$ cat config.mk
export PLATFORM = sky130hd
export DESIGN_NAME = sfx_addr_ext
export DESIGN_NICKNAME = d
export VERILOG_FILES = /design/src/rtl/sfx_pkg.sv /design/src/rtl/sfx_page_unit.sv /design/src/rtl/sfx_addr_ext.sv
export SDC_FILE = /design/constraint.sdc
export NUM_CORES = 1
export LEC_CHECK = 0
export BUFFER_PORTS_ARGS = -buffer_cell sky130_fd_sc_hd__clkbuf_2
export CAP_MARGIN = 5
export CORE_UTILIZATION = 31
export CTS_BUF_LIST = sky130_fd_sc_hd__clkbuf_8
export DETAILED_ROUTE_END_ITERATION = 12
export PLACE_DENSITY = 0.46
export SYNTH_ARGS = -nofsm -noshare
export SYNTH_HDL_FRONTEND = slang
export SYNTH_SLANG_ARGS = --single-unit
export TNS_END_PERCENT = 20
$ cat constraint.sdc
create_clock -name mclk -period 2.2 [get_ports mclk]
set_input_delay 0.22 -clock mclk [delete_from_list [all_inputs] [get_ports mclk]]
set_output_delay 0.22 -clock mclk [all_outputs]
set_load 0.02 [all_outputs]
$ cat src/rtl/sfx_pkg.sv
// Constants and carrier types for the SFR address extension block.
// Assumes a single core clock and an 8051-style SFR access port.
// Function
// - Decode SFR accesses only in 80h-FFh.
// - Standard and mapped areas give 256 registers.
// - Map-select bit 0 at 8Fh picks area.
// - Map-select holds until software clears it.
// - Control bit 2 reads back last written.
// - Other control bits read zero; reset 00h.
// - Paged peripheral access follows its page field.
// - Each peripheral sets own page count.
// - Four storage slots selected per write.
// - Save write stores old page, loads new.
// - Restore write loads slot, ignores data.
// - Paging for ports, ADC, capture, system.
// - Page field bits 2-0, reads active page.
// - Slot number field in bits 5-4.
// - Operation 0X direct, 10 save, 11 restore.
// - Page register resets 00h, bit3 zero.
package sfx_pkg;
  localparam logic [7:0] SFR_LO      = 8'h80;
  localparam logic [7:0] ADDR_SYSCON = 8'h8F;
  localparam logic [7:0] SYSCON_RST  = 8'h00;
  localparam logic [7:0] PAGE_RST    = 8'h00;
  localparam int         N_MODULES   = 4;
  localparam int         N_SLOTS     = 4;
  localparam int         MAP_BIT     = 0;
  localparam int         KEEP_BIT    = 2;
  // Control bits that have storage: map select and the keep bit.
  localparam logic [7:0] CTRL_WR_MASK = 8'h05;
  // Page register addresses, one per paged module (standard area).
  localparam logic [7:0] ADDR_PG_PORT = 8'hB2;
  localparam logic [7:0] ADDR_PG_ADC  = 8'hD1;
  localparam logic [7:0] ADDR_PG_CCU  = 8'hA3;
  localparam logic [7:0] ADDR_PG_SYS  = 8'h9F;
  localparam logic [1:0] MOD_PORT = 2'h0;
  localparam logic [1:0] MOD_ADC  = 2'h1;
  localparam logic [1:0] MOD_CCU  = 2'h2;
  localparam logic [1:0] MOD_SYS  = 2'h3;

  typedef enum logic [1:0] {
    SFX_OP_DIR0    = 2'b00,
    SFX_OP_DIR1    = 2'b01,
    SFX_OP_SAVE    = 2'b10,
    SFX_OP_RESTORE = 2'b11
  } sfx_op_t;

  // Write image of a page register.
  typedef struct packed {
    sfx_op_t    page_operation;
    logic [1:0] storage_slot_number;
    logic       rsvd;
    logic [2:0] page;
  } sfx_page_wr_t;

  // Decoded access towards the peripheral registers.
  typedef struct packed {
    logic       valid;
    logic       mapped;
    logic [6:0] offset;
    logic [2:0] page;
  } sfx_route_t;
endpackage : sfx_pkg

$ cat src/rtl/sfx_page_unit.sv
// One module page register with its four storage slots.
// Assumes writes come as one-cycle strobes from the SFR decoder.
`timescale 1ns/1ps
`default_nettype none
module sfx_page_unit (
  input  wire logic                 mclk,
  input  wire logic                 rst_b,
  input  wire logic                 wr_en,
  input  wire sfx_pkg::sfx_page_wr_t wdata,
  output logic [2:0]                page_q
);
  logic [2:0] slot_q [sfx_pkg::N_SLOTS];
  logic [2:0] page_d;
  wire        is_save = wr_en && wdata.page_operation == sfx_pkg::SFX_OP_SAVE;
  wire        is_rest = wr_en &&
                        wdata.page_operation == sfx_pkg::SFX_OP_RESTORE;

  always_comb begin
    page_d = page_q;
    if (is_rest) begin
      page_d = slot_q[wdata.storage_slot_number];
    end else if (wr_en) begin
      page_d = wdata.page;
    end
  end

  always_ff @(posedge mclk or negedge rst_b) begin
    if (!rst_b) begin
      page_q <= sfx_pkg::PAGE_RST[2:0];
    end else begin
      page_q <= page_d;
    end
  end

  // save old page
  // Only the save path writes a slot, so slots are not software-addressable.
  always_ff @(posedge mclk or negedge rst_b) begin
    if (!rst_b) begin
      for (int i = 0; i < sfx_pkg::N_SLOTS; i++) begin
        slot_q[i] <= 3'h0;
      end
    end else if (is_save) begin
      slot_q[wdata.storage_slot_number] <= page_q;
    end
  end
endmodule : sfx_page_unit
`default_nettype wire

$ cat src/rtl/sfx_addr_ext.sv
// SFR address extension: map-select register and four module pagers.
// Assumes the CPU core gives one-cycle SFR read/write strobes on mclk.
`timescale 1ns/1ps
`default_nettype none
module sfx_addr_ext (
  input  wire logic        mclk,
  input  wire logic        rst_b,
  input  wire logic [7:0]  sfr_addr,
  input  wire logic        sfr_wr,
  input  wire logic        sfr_rd,
  input  wire logic [7:0]  sfr_wdata,
  output logic [7:0]       sfr_rdata_q,
  output logic             sfr_hit_q,
  output logic             sfr_map_select,
  output sfx_pkg::sfx_route_t route_q,
  output logic [11:0]      module_pages_q
);
  logic [7:0]  ctrl_q;
  logic [2:0]  page_w [sfx_pkg::N_MODULES];
  logic [3:0]  pg_wr;
  logic [1:0]  pg_idx;
  logic        pg_hit;

  // only the upper half of direct space is SFR space.
  wire in_sfr   = sfr_addr >= sfx_pkg::SFR_LO;
  wire acc      = (sfr_wr || sfr_rd) && in_sfr;
  // area comes from the control bit, not the instruction.
  wire mapped   = ctrl_q[sfx_pkg::MAP_BIT];
  // Control register is reachable from both areas, like CPU registers.
  wire ctrl_hit = in_sfr && sfr_addr == sfx_pkg::ADDR_SYSCON;
  wire ctrl_wr  = sfr_wr && ctrl_hit;

  // page registers for the four paged modules, standard area.
  always_comb begin
    pg_hit = !mapped && in_sfr;
    pg_idx = sfx_pkg::MOD_PORT;
    unique case (sfr_addr)
      sfx_pkg::ADDR_PG_PORT: pg_idx = sfx_pkg::MOD_PORT;
      sfx_pkg::ADDR_PG_ADC:  pg_idx = sfx_pkg::MOD_ADC;
      sfx_pkg::ADDR_PG_CCU:  pg_idx = sfx_pkg::MOD_CCU;
      sfx_pkg::ADDR_PG_SYS:  pg_idx = sfx_pkg::MOD_SYS;
      default:               pg_hit = 1'b0;
    endcase
  end

  assign pg_wr = (sfr_wr && pg_hit) ? (4'h1 << pg_idx) : 4'h0;

  // each module owns its pager with four slots.
  for (genvar m = 0; m < sfx_pkg::N_MODULES; m++) begin : g_pg
    sfx_page_unit u_pg (
      .mclk   (mclk),
      .rst_b  (rst_b),
      .wr_en  (pg_wr[m]),
      .wdata  (sfx_pkg::sfx_page_wr_t'(sfr_wdata)),
      .page_q (page_w[m])
    );
  end

  // keep bits 0 and 2, others read zero
  // Only the map-select and keep bits have storage; the mask drops the
  // reserved bits at the write, so a read needs no masking of its own.
  wire [7:0] ctrl_d = ctrl_wr ? (sfr_wdata & sfx_pkg::CTRL_WR_MASK)
                              : ctrl_q;

  // hardware never clears map-select on its own.
  always_ff @(posedge mclk or negedge rst_b) begin
    if (!rst_b) begin
      ctrl_q <= sfx_pkg::SYSCON_RST;
    end else begin
      ctrl_q <= ctrl_d;
    end
  end

  // Module of the paged register window, taken from address bits 6-5.
  // each peripheral uses as many pages as it decodes.
  wire [1:0] tgt_mod = sfr_addr[6:5];

  // page register reads expose only the active page.
  wire [7:0] rd_mux = ctrl_hit ? ctrl_q :
                      pg_hit   ? {5'h00, page_w[pg_idx]} : 8'h00;

  // routed access carries the owning module's page.
  // mapped flag doubles the decoded space.
  always_ff @(posedge mclk or negedge rst_b) begin
    if (!rst_b) begin
      sfr_rdata_q    <= 8'h00;
      sfr_hit_q      <= 1'b0;
      sfr_map_select <= 1'b0;
      route_q        <= '0;
      module_pages_q <= 12'h000;
    end else begin
      sfr_rdata_q    <= sfr_rd ? rd_mux : 8'h00;
      sfr_hit_q      <= acc;
      sfr_map_select <= ctrl_d[sfx_pkg::MAP_BIT];
      route_q        <= '{valid: acc, mapped: mapped,
                          offset: sfr_addr[6:0], page: page_w[tgt_mod]};
      module_pages_q <= {page_w[3], page_w[2], page_w[1], page_w[0]};
    end
  end
endmodule : sfx_addr_ext
`default_nettype wire

==> results.ini, run 1 <==
[status]
outcome=finished clean

[logic_synthesis]
syn_area_per_cell_um2=13.84
ys_seq_area_frac=0.5808
ys_seq_elements=89
yosysUniqueCellTypes=35
synth_area_um2=3835
synth.area.top_cells=dfrtp_1, mux2_2, mux4_2, nand3_1, nand2_1
netlist_top_cells_count=dfrtp_1, mux2_2, nand3_1, nand2_1, nor2_1
async_flop_share=1.000
yosysMostFrequentCell=dfrtp_1
yosysTopAreaCellShare=0.5808
synth_area_leader_cell=dfrtp_1
ys.flop_type=dfrtp_1
postSynthCellCount=277
synth_edf_count=0
yosys_warnings=0

[timing]
skew_ns=0.008770
relSlewSlack=0.5799
timing.final.crit_share=0.9115
fmax_mhz=498.7
rsz0062_at_grt=false
finalHoldViolCount=0
worst_pin_slew_ns=0.6254
fin_setup_tns_ns=0
fin_crit_ns=2.005
setup_violations=0
drv_slew=0

[clock_network]
clkTransAtPathRegs_ns=0.09
htreeDepth=3
post_cts_buffers=0
hold_buffers=5
cts.root.buffer_cell=clkbuf_8
cts.path.max_buffers=2
insertion_delay_ns=0.37
cts_tree=yes
cts_buffers=9
cts_sinks=89
cts_resized=0

[pwr]
switchingPower_mw=0.7271
power.leakage_nw=2.220
seq_power_share=0.548
power_density_nw_per_um2=676.0
total_power_mw=3.074
p_sw_frac=0.2365
internal_power_mw=2.347
peakVddDrop_uv=258.0
comb_power_share=0.073
p_clk_frac=0.378

[placed_design]
gp_congestion=0.7975
placed_area_um2=4290
dp_hpwl_mm=6.401
portBuffers=47

[route]
viasPerCell=5.030
ant_nets=0
drtIter0Drc=162
drt-wirelength-per-cell_um=17.77
vias=2475
drt-total-wl_mm=8.745
drc=0
first_pass_iters=4

[floorplan]
initial_utilization=0.3193
ioPinCount=54
core_um2=12010
die_height_um=113.2
fp-row-count=40
dieWidth_um=113.2
die_area_um2=12820

[cells_and_area]
multi_input_area_um2=1534
final_area_um2=4548
nFillCells=1158
nets=360
antenna_cells=0
layout-drive-gt1-share=0.4116
seq_area_um2=2227
layout-area-overhead-vs-synth_pct=18.60

[setup_path]
critPathArrivalTime_ns=2.26
worstSetupStartpointType=register
path_class=register to register
crit_slowest_cell=or4b_4
cp.required_ns=2.46
cp_max_fo=4
endpoint_kind=register
path_delay_family=simple AND/OR/NAND/NOR gates
path_cells=nand3b_2 -> or4b_4 -> nor2_1 -> mux2_2
path_buf_inv=0
critPathMaxStageDelay_ns=0.55

[grt]
grt_usage=0.1529
grt.overflow.total=0
grt_pass1_vias=2573
antenna_found_initial=0
grt_pass1_wl_mm=14.40
grt_max_degree=54

[job]
maxCapViolCount=0

[hold_path]
hold_path_class=input pin to register

[kinds of logic after synthesis]
group / synth area share
flops: 0.5808
compound gates: 0.05546
buf+inv: 0.02316
mux: 0.2349
simple gates: 0.1047
other cells: 0.0009779
[placed cells by master (no fill, tap or decap), drive strengths merged, types with 5 or more instances in the layout]
cell type | netlist | layout
dlygate4sd3 | 0 | 5
dfrtp | 89 | 89
nor2 | 17 | 17
mux2 | 50 | 50
clkbuf | 4 | 58
a21o | 6 | 6
buf | 10 | 11
nand2 | 17 | 17
nand3 | 22 | 22
mux4 | 15 | 15
a21oi | 7 | 7
a31oi | 7 | 7
conb | 1 | 5
[per-stage QoR]
step | worst slack [ns] | std cells | utilization | hold slack (ns)
6_report | 0.1947 | 492 | 0.3786 | 0.04238
3_5_place_dp | 0.2266 | 471 | 0.3572 | 0.2196
5_1_grt | 0.04428 | 492 | 0.3786 | 0.03227
3_3_place_gp | 0.1465 | 471 | 0.3572 | 0.2101
4_1_cts | 0.2050 | 492 | 0.3786 | 0.02557
2_1_floorplan | 0.2724 | 281 | - | -0.07559
[metal layers]
metal,vias to the layer above,part of all wire,track usage
li1,1144,-,-
met1,1239,0.47,0.2013
met2,80,0.46,0.2376
met3,12,0.053,0.04446
met4,0,0.017,0.06053
met5,-,0,0
[area by class of cell]
cell class,instances,area share
Tap cell,147,0.04044
Sequential cell,89,0.4897
Inverter,2,0.001651
Multi-Input combinational cell,176,0.3373
Clock inverter,4,0.009354
Clock buffer,12,0.03631
Timing Repair Buffer,62,0.08528
[state kept, by name, indices dropped and copies added (netlist names)]
name,count
g_pg.u_pg.slot_q,48
g_pg.u_pg.page_q,12
module_pages_q,12
route_q,12
sfr_rdata_q,3
ctrl_q,1
sfr_map_select,1
[path summary, 6_finish.rpt]
path | from | end | slack [ns] | cells after the start
hold / removal | sfr_addr[4] | route_q[7]$_DFF_PN0_ | 0.04 | 1
hold reg to reg | g_pg[2].u_pg.slot_q[4]$_DFFE_PN0P_ | g_pg[2].u_pg.slot_q[4]$_DFFE_PN0P_ | 0.51 | 1
max in group asynchronous | rst_b | g_pg[1].u_pg.page_q[2]$_DFFE_PN0P_ | 1.21 | 3
min in group asynchronous | rst_b | route_q[9]$_DFF_PN0_ | 0.35 | 2
setup reg to reg | sfr_map_select$_DFFE_PN0P_ | g_pg[2].u_pg.slot_q[6]$_DFFE_PN0P_ | 0.19 | 4
setup / recovery | sfr_map_select$_DFFE_PN0P_ | g_pg[2].u_pg.slot_q[6]$_DFFE_PN0P_ | 0.19 | 4
[power groups by stage]
stage	registers, mW	logic [mW]	clock network (mW)
floorplan	1.74	0.0848	0
global placement	1.72	0.223	0
detailed placement	1.72	0.224	0
finish	1.69	0.226	1.16
global route	1.69	0.249	1.28
CTS	1.69	0.232	1.21
Note: power is estimated with default switching activity, not from simulation.
==> run 2, diff against run 1 <==
--- a/config.mk
+++ b/config.mk
@@ -7,10 +7,10 @@
 export LEC_CHECK = 0
 export BUFFER_PORTS_ARGS = -buffer_cell sky130_fd_sc_hd__clkbuf_2
 export CAP_MARGIN = 5
-export CORE_UTILIZATION = 31
+export CORE_UTILIZATION = 45
 export CTS_BUF_LIST = sky130_fd_sc_hd__clkbuf_8
 export DETAILED_ROUTE_END_ITERATION = 12
-export PLACE_DENSITY = 0.46
+export PLACE_DENSITY = 0.62
 export SYNTH_ARGS = -nofsm -noshare
 export SYNTH_HDL_FRONTEND = slang
 export SYNTH_SLANG_ARGS = --single-unit
==> run 2 against run 1 <==
  * Die area decreased by 31%
  * Sequential cell count did not move
  * Clock power about the same
  * Critical path type unchanged
  * Largest cell class unchanged
==> results.ini, run 2 (synthesis gave the netlist of run 1 again) <==
[pwr]
power.leakage_nw=2.188
peakVddDrop_uv=314.0
total_power_mw=3.092
power_density_nw_per_um2=694.7

[grt]
grt_pass1_vias=2513
grt_pass1_wl_mm=13.39
grt_max_degree=47
grt_usage=0.2063
grt.overflow.total=0
antenna_found_initial=0

[status]
outcome=finished clean

[route]
ant_nets=0
drt-wirelength-per-cell_um=18.34
drc=0
drt-total-wl_mm=8.179
first_pass_iters=5
viasPerCell=5.561
drtIter0Drc=119
vias=2480

[cells_and_area]
nFillCells=721
stdcell_count=446
layout-drive-gt1-share=0.4194
final_common_cell=dfrtp_1
antenna_cells=0
top_register=g_pg.u_pg.slot_q
seq_area_um2=2227
most-common-layout-cells=dfrtp_1, mux2_2, clkbuf_2
largest_reg_flops=48
multi_input_area_um2=1534
nets=356
final_area_um2=4451
layout-area-overhead-vs-synth_pct=16.05

[clock_network]
cts_sinks=89
cts_buffers=9
insertion_delay_ns=0.36
cts_tree=yes
htreeDepth=3
clkTransAtPathRegs_ns=0.10
cts.path.max_buffers=2
cts_resized=0
post_cts_buffers=0
cts.root.buffer_cell=clkbuf_8

[timing]
relSlewSlack=0.5798
skew_ns=0.01256
drv_slew=0
rsz0062_at_grt=false
worst_pin_slew_ns=0.6255
finalHoldViolCount=0
fin_crit_ns=1.971
fin_setup_tns_ns=0
fmax_mhz=507.3
finalWorstSetupSlack_ns=0.2287
setup_violations=0
timing.final.crit_share=0.8960

[placed_design]
portBuffers=47
placed_cells=428
dp_slack_ns=0.2258
placed_area_um2=4218
dp_hpwl_mm=5.801
gp_congestion=0.8658

[setup_path]
regToRegStartpoint=sfr_map_select$_DFFE_PN0P_
cp.required_ns=2.44
cp_max_fo=4
path_cells=and3b_2 -> and4b_1 -> nand2_1 -> nor3_1 -> mux2_2
crit_path_start=sfr_map_select$_DFFE_PN0P_
endpoint_kind=register
critPathMaxStageDelay_ns=0.41
worstSetupStartpointType=register
crit_slowest_cell=dfrtp_1
critPathArrivalTime_ns=2.22
path_class=register to register

[floorplan]
die_area_um2=8895
die_height_um=94.32
fp-row-count=33
ioPinCount=54
dieWidth_um=94.32
core_um2=8217
initial_utilization=0.4667

[hold_path]
hold_path_class=input pin to register
min-delay-start=sfr_addr[0]

[job]
maxCapViolCount=0

-- run 2: changes by cell type in the layout (fill, tap and decap cells not counted) --
| cell | previous run | this run |
|---|---|---|
| buf_12 | 2 | 1 |
| clkbuf_8 | 12 | 10 |
| clkinv_4 | 0 | 2 |
| inv_1 | 4 | 2 |
| inv_8 | 0 | 1 |
| dlygate4sd3_1 | 5 | 2 |
| clkinvlp_4 | 0 | 1 |
| clkinv_2 | 1 | 0 |
| inv_6 | 0 | 1 |
-- run 2: cell type report --
class,count,share of cell area
multi-input combinational,176,0.3447
sequential,89,0.5004
tap,105,0.02952
clock buffer,10,0.03092
timing repair buffer,58,0.07591
clock inverter,6,0.01687
inverter,2,0.001687
-- run 2: worst max-delay path, delay by kind of cell, from the launching register on --
family | cells | cell delay, ns
flip-flops | 1 | 0.41
multiplexers | 1 | 0.39
AND/OR/NAND/NOR | 4 | 1.06
-- run 2: through the flow --
step / hold WS (ns) / util
3_5_place_dp: 0.2418 / 0.5133
5_1_grt: 0.004300 / 0.5416
2_1_floorplan: -0.07559 / -
4_1_cts: 0.002892 / 0.5416
3_3_place_gp: 0.2357 / 0.5133
6_report: 0.009423 / 0.5416
-- run 2: final timing paths --
| check | endpoint | slack, ns | cells past startpoint |
|---|---|---|---|
| worst max-delay path | g_pg[3].u_pg.slot_q[1]$_DFFE_PN0P_ | 0.23 | 5 |
| worst min-delay path | route_q[3]$_DFF_PN0_ | 0.009 | 1 |
| worst max register to register | g_pg[3].u_pg.slot_q[1]$_DFFE_PN0P_ | 0.23 | 5 |
| worst min register to register | g_pg[1].u_pg.slot_q[4]$_DFFE_PN0P_ | 0.51 | 1 |
| max in group asynchronous | g_pg[1].u_pg.slot_q[5]$_DFFE_PN0P_ | 1.18 | 3 |
| min in group asynchronous | route_q[3]$_DFF_PN0_ | 0.37 | 2 |
-- run 2: timing repair --
action,in CTS,in global routing
setup endpoints to repair,0,0
hold endpoints to repair,44,0
hold buffers,2,0
-- run 2: metal layers --
layer  track usage  routed length (um)  vias to the layer above
li1              -                   -                     1140
met1        0.2826                3733                     1232
met2        0.3213                3778                       95
met3       0.04450                 499                       13
met4       0.08077                 167                        0
met5             0                   0                        -
-- run 2: power by group --
part / switching, mW / internal (mW) / leakage [nW]
logic: 0.145 / 0.0714 / 0.861
registers: 0.0254 / 1.66 / 1.22
clock network: 0.617 / 0.572 / 0.105
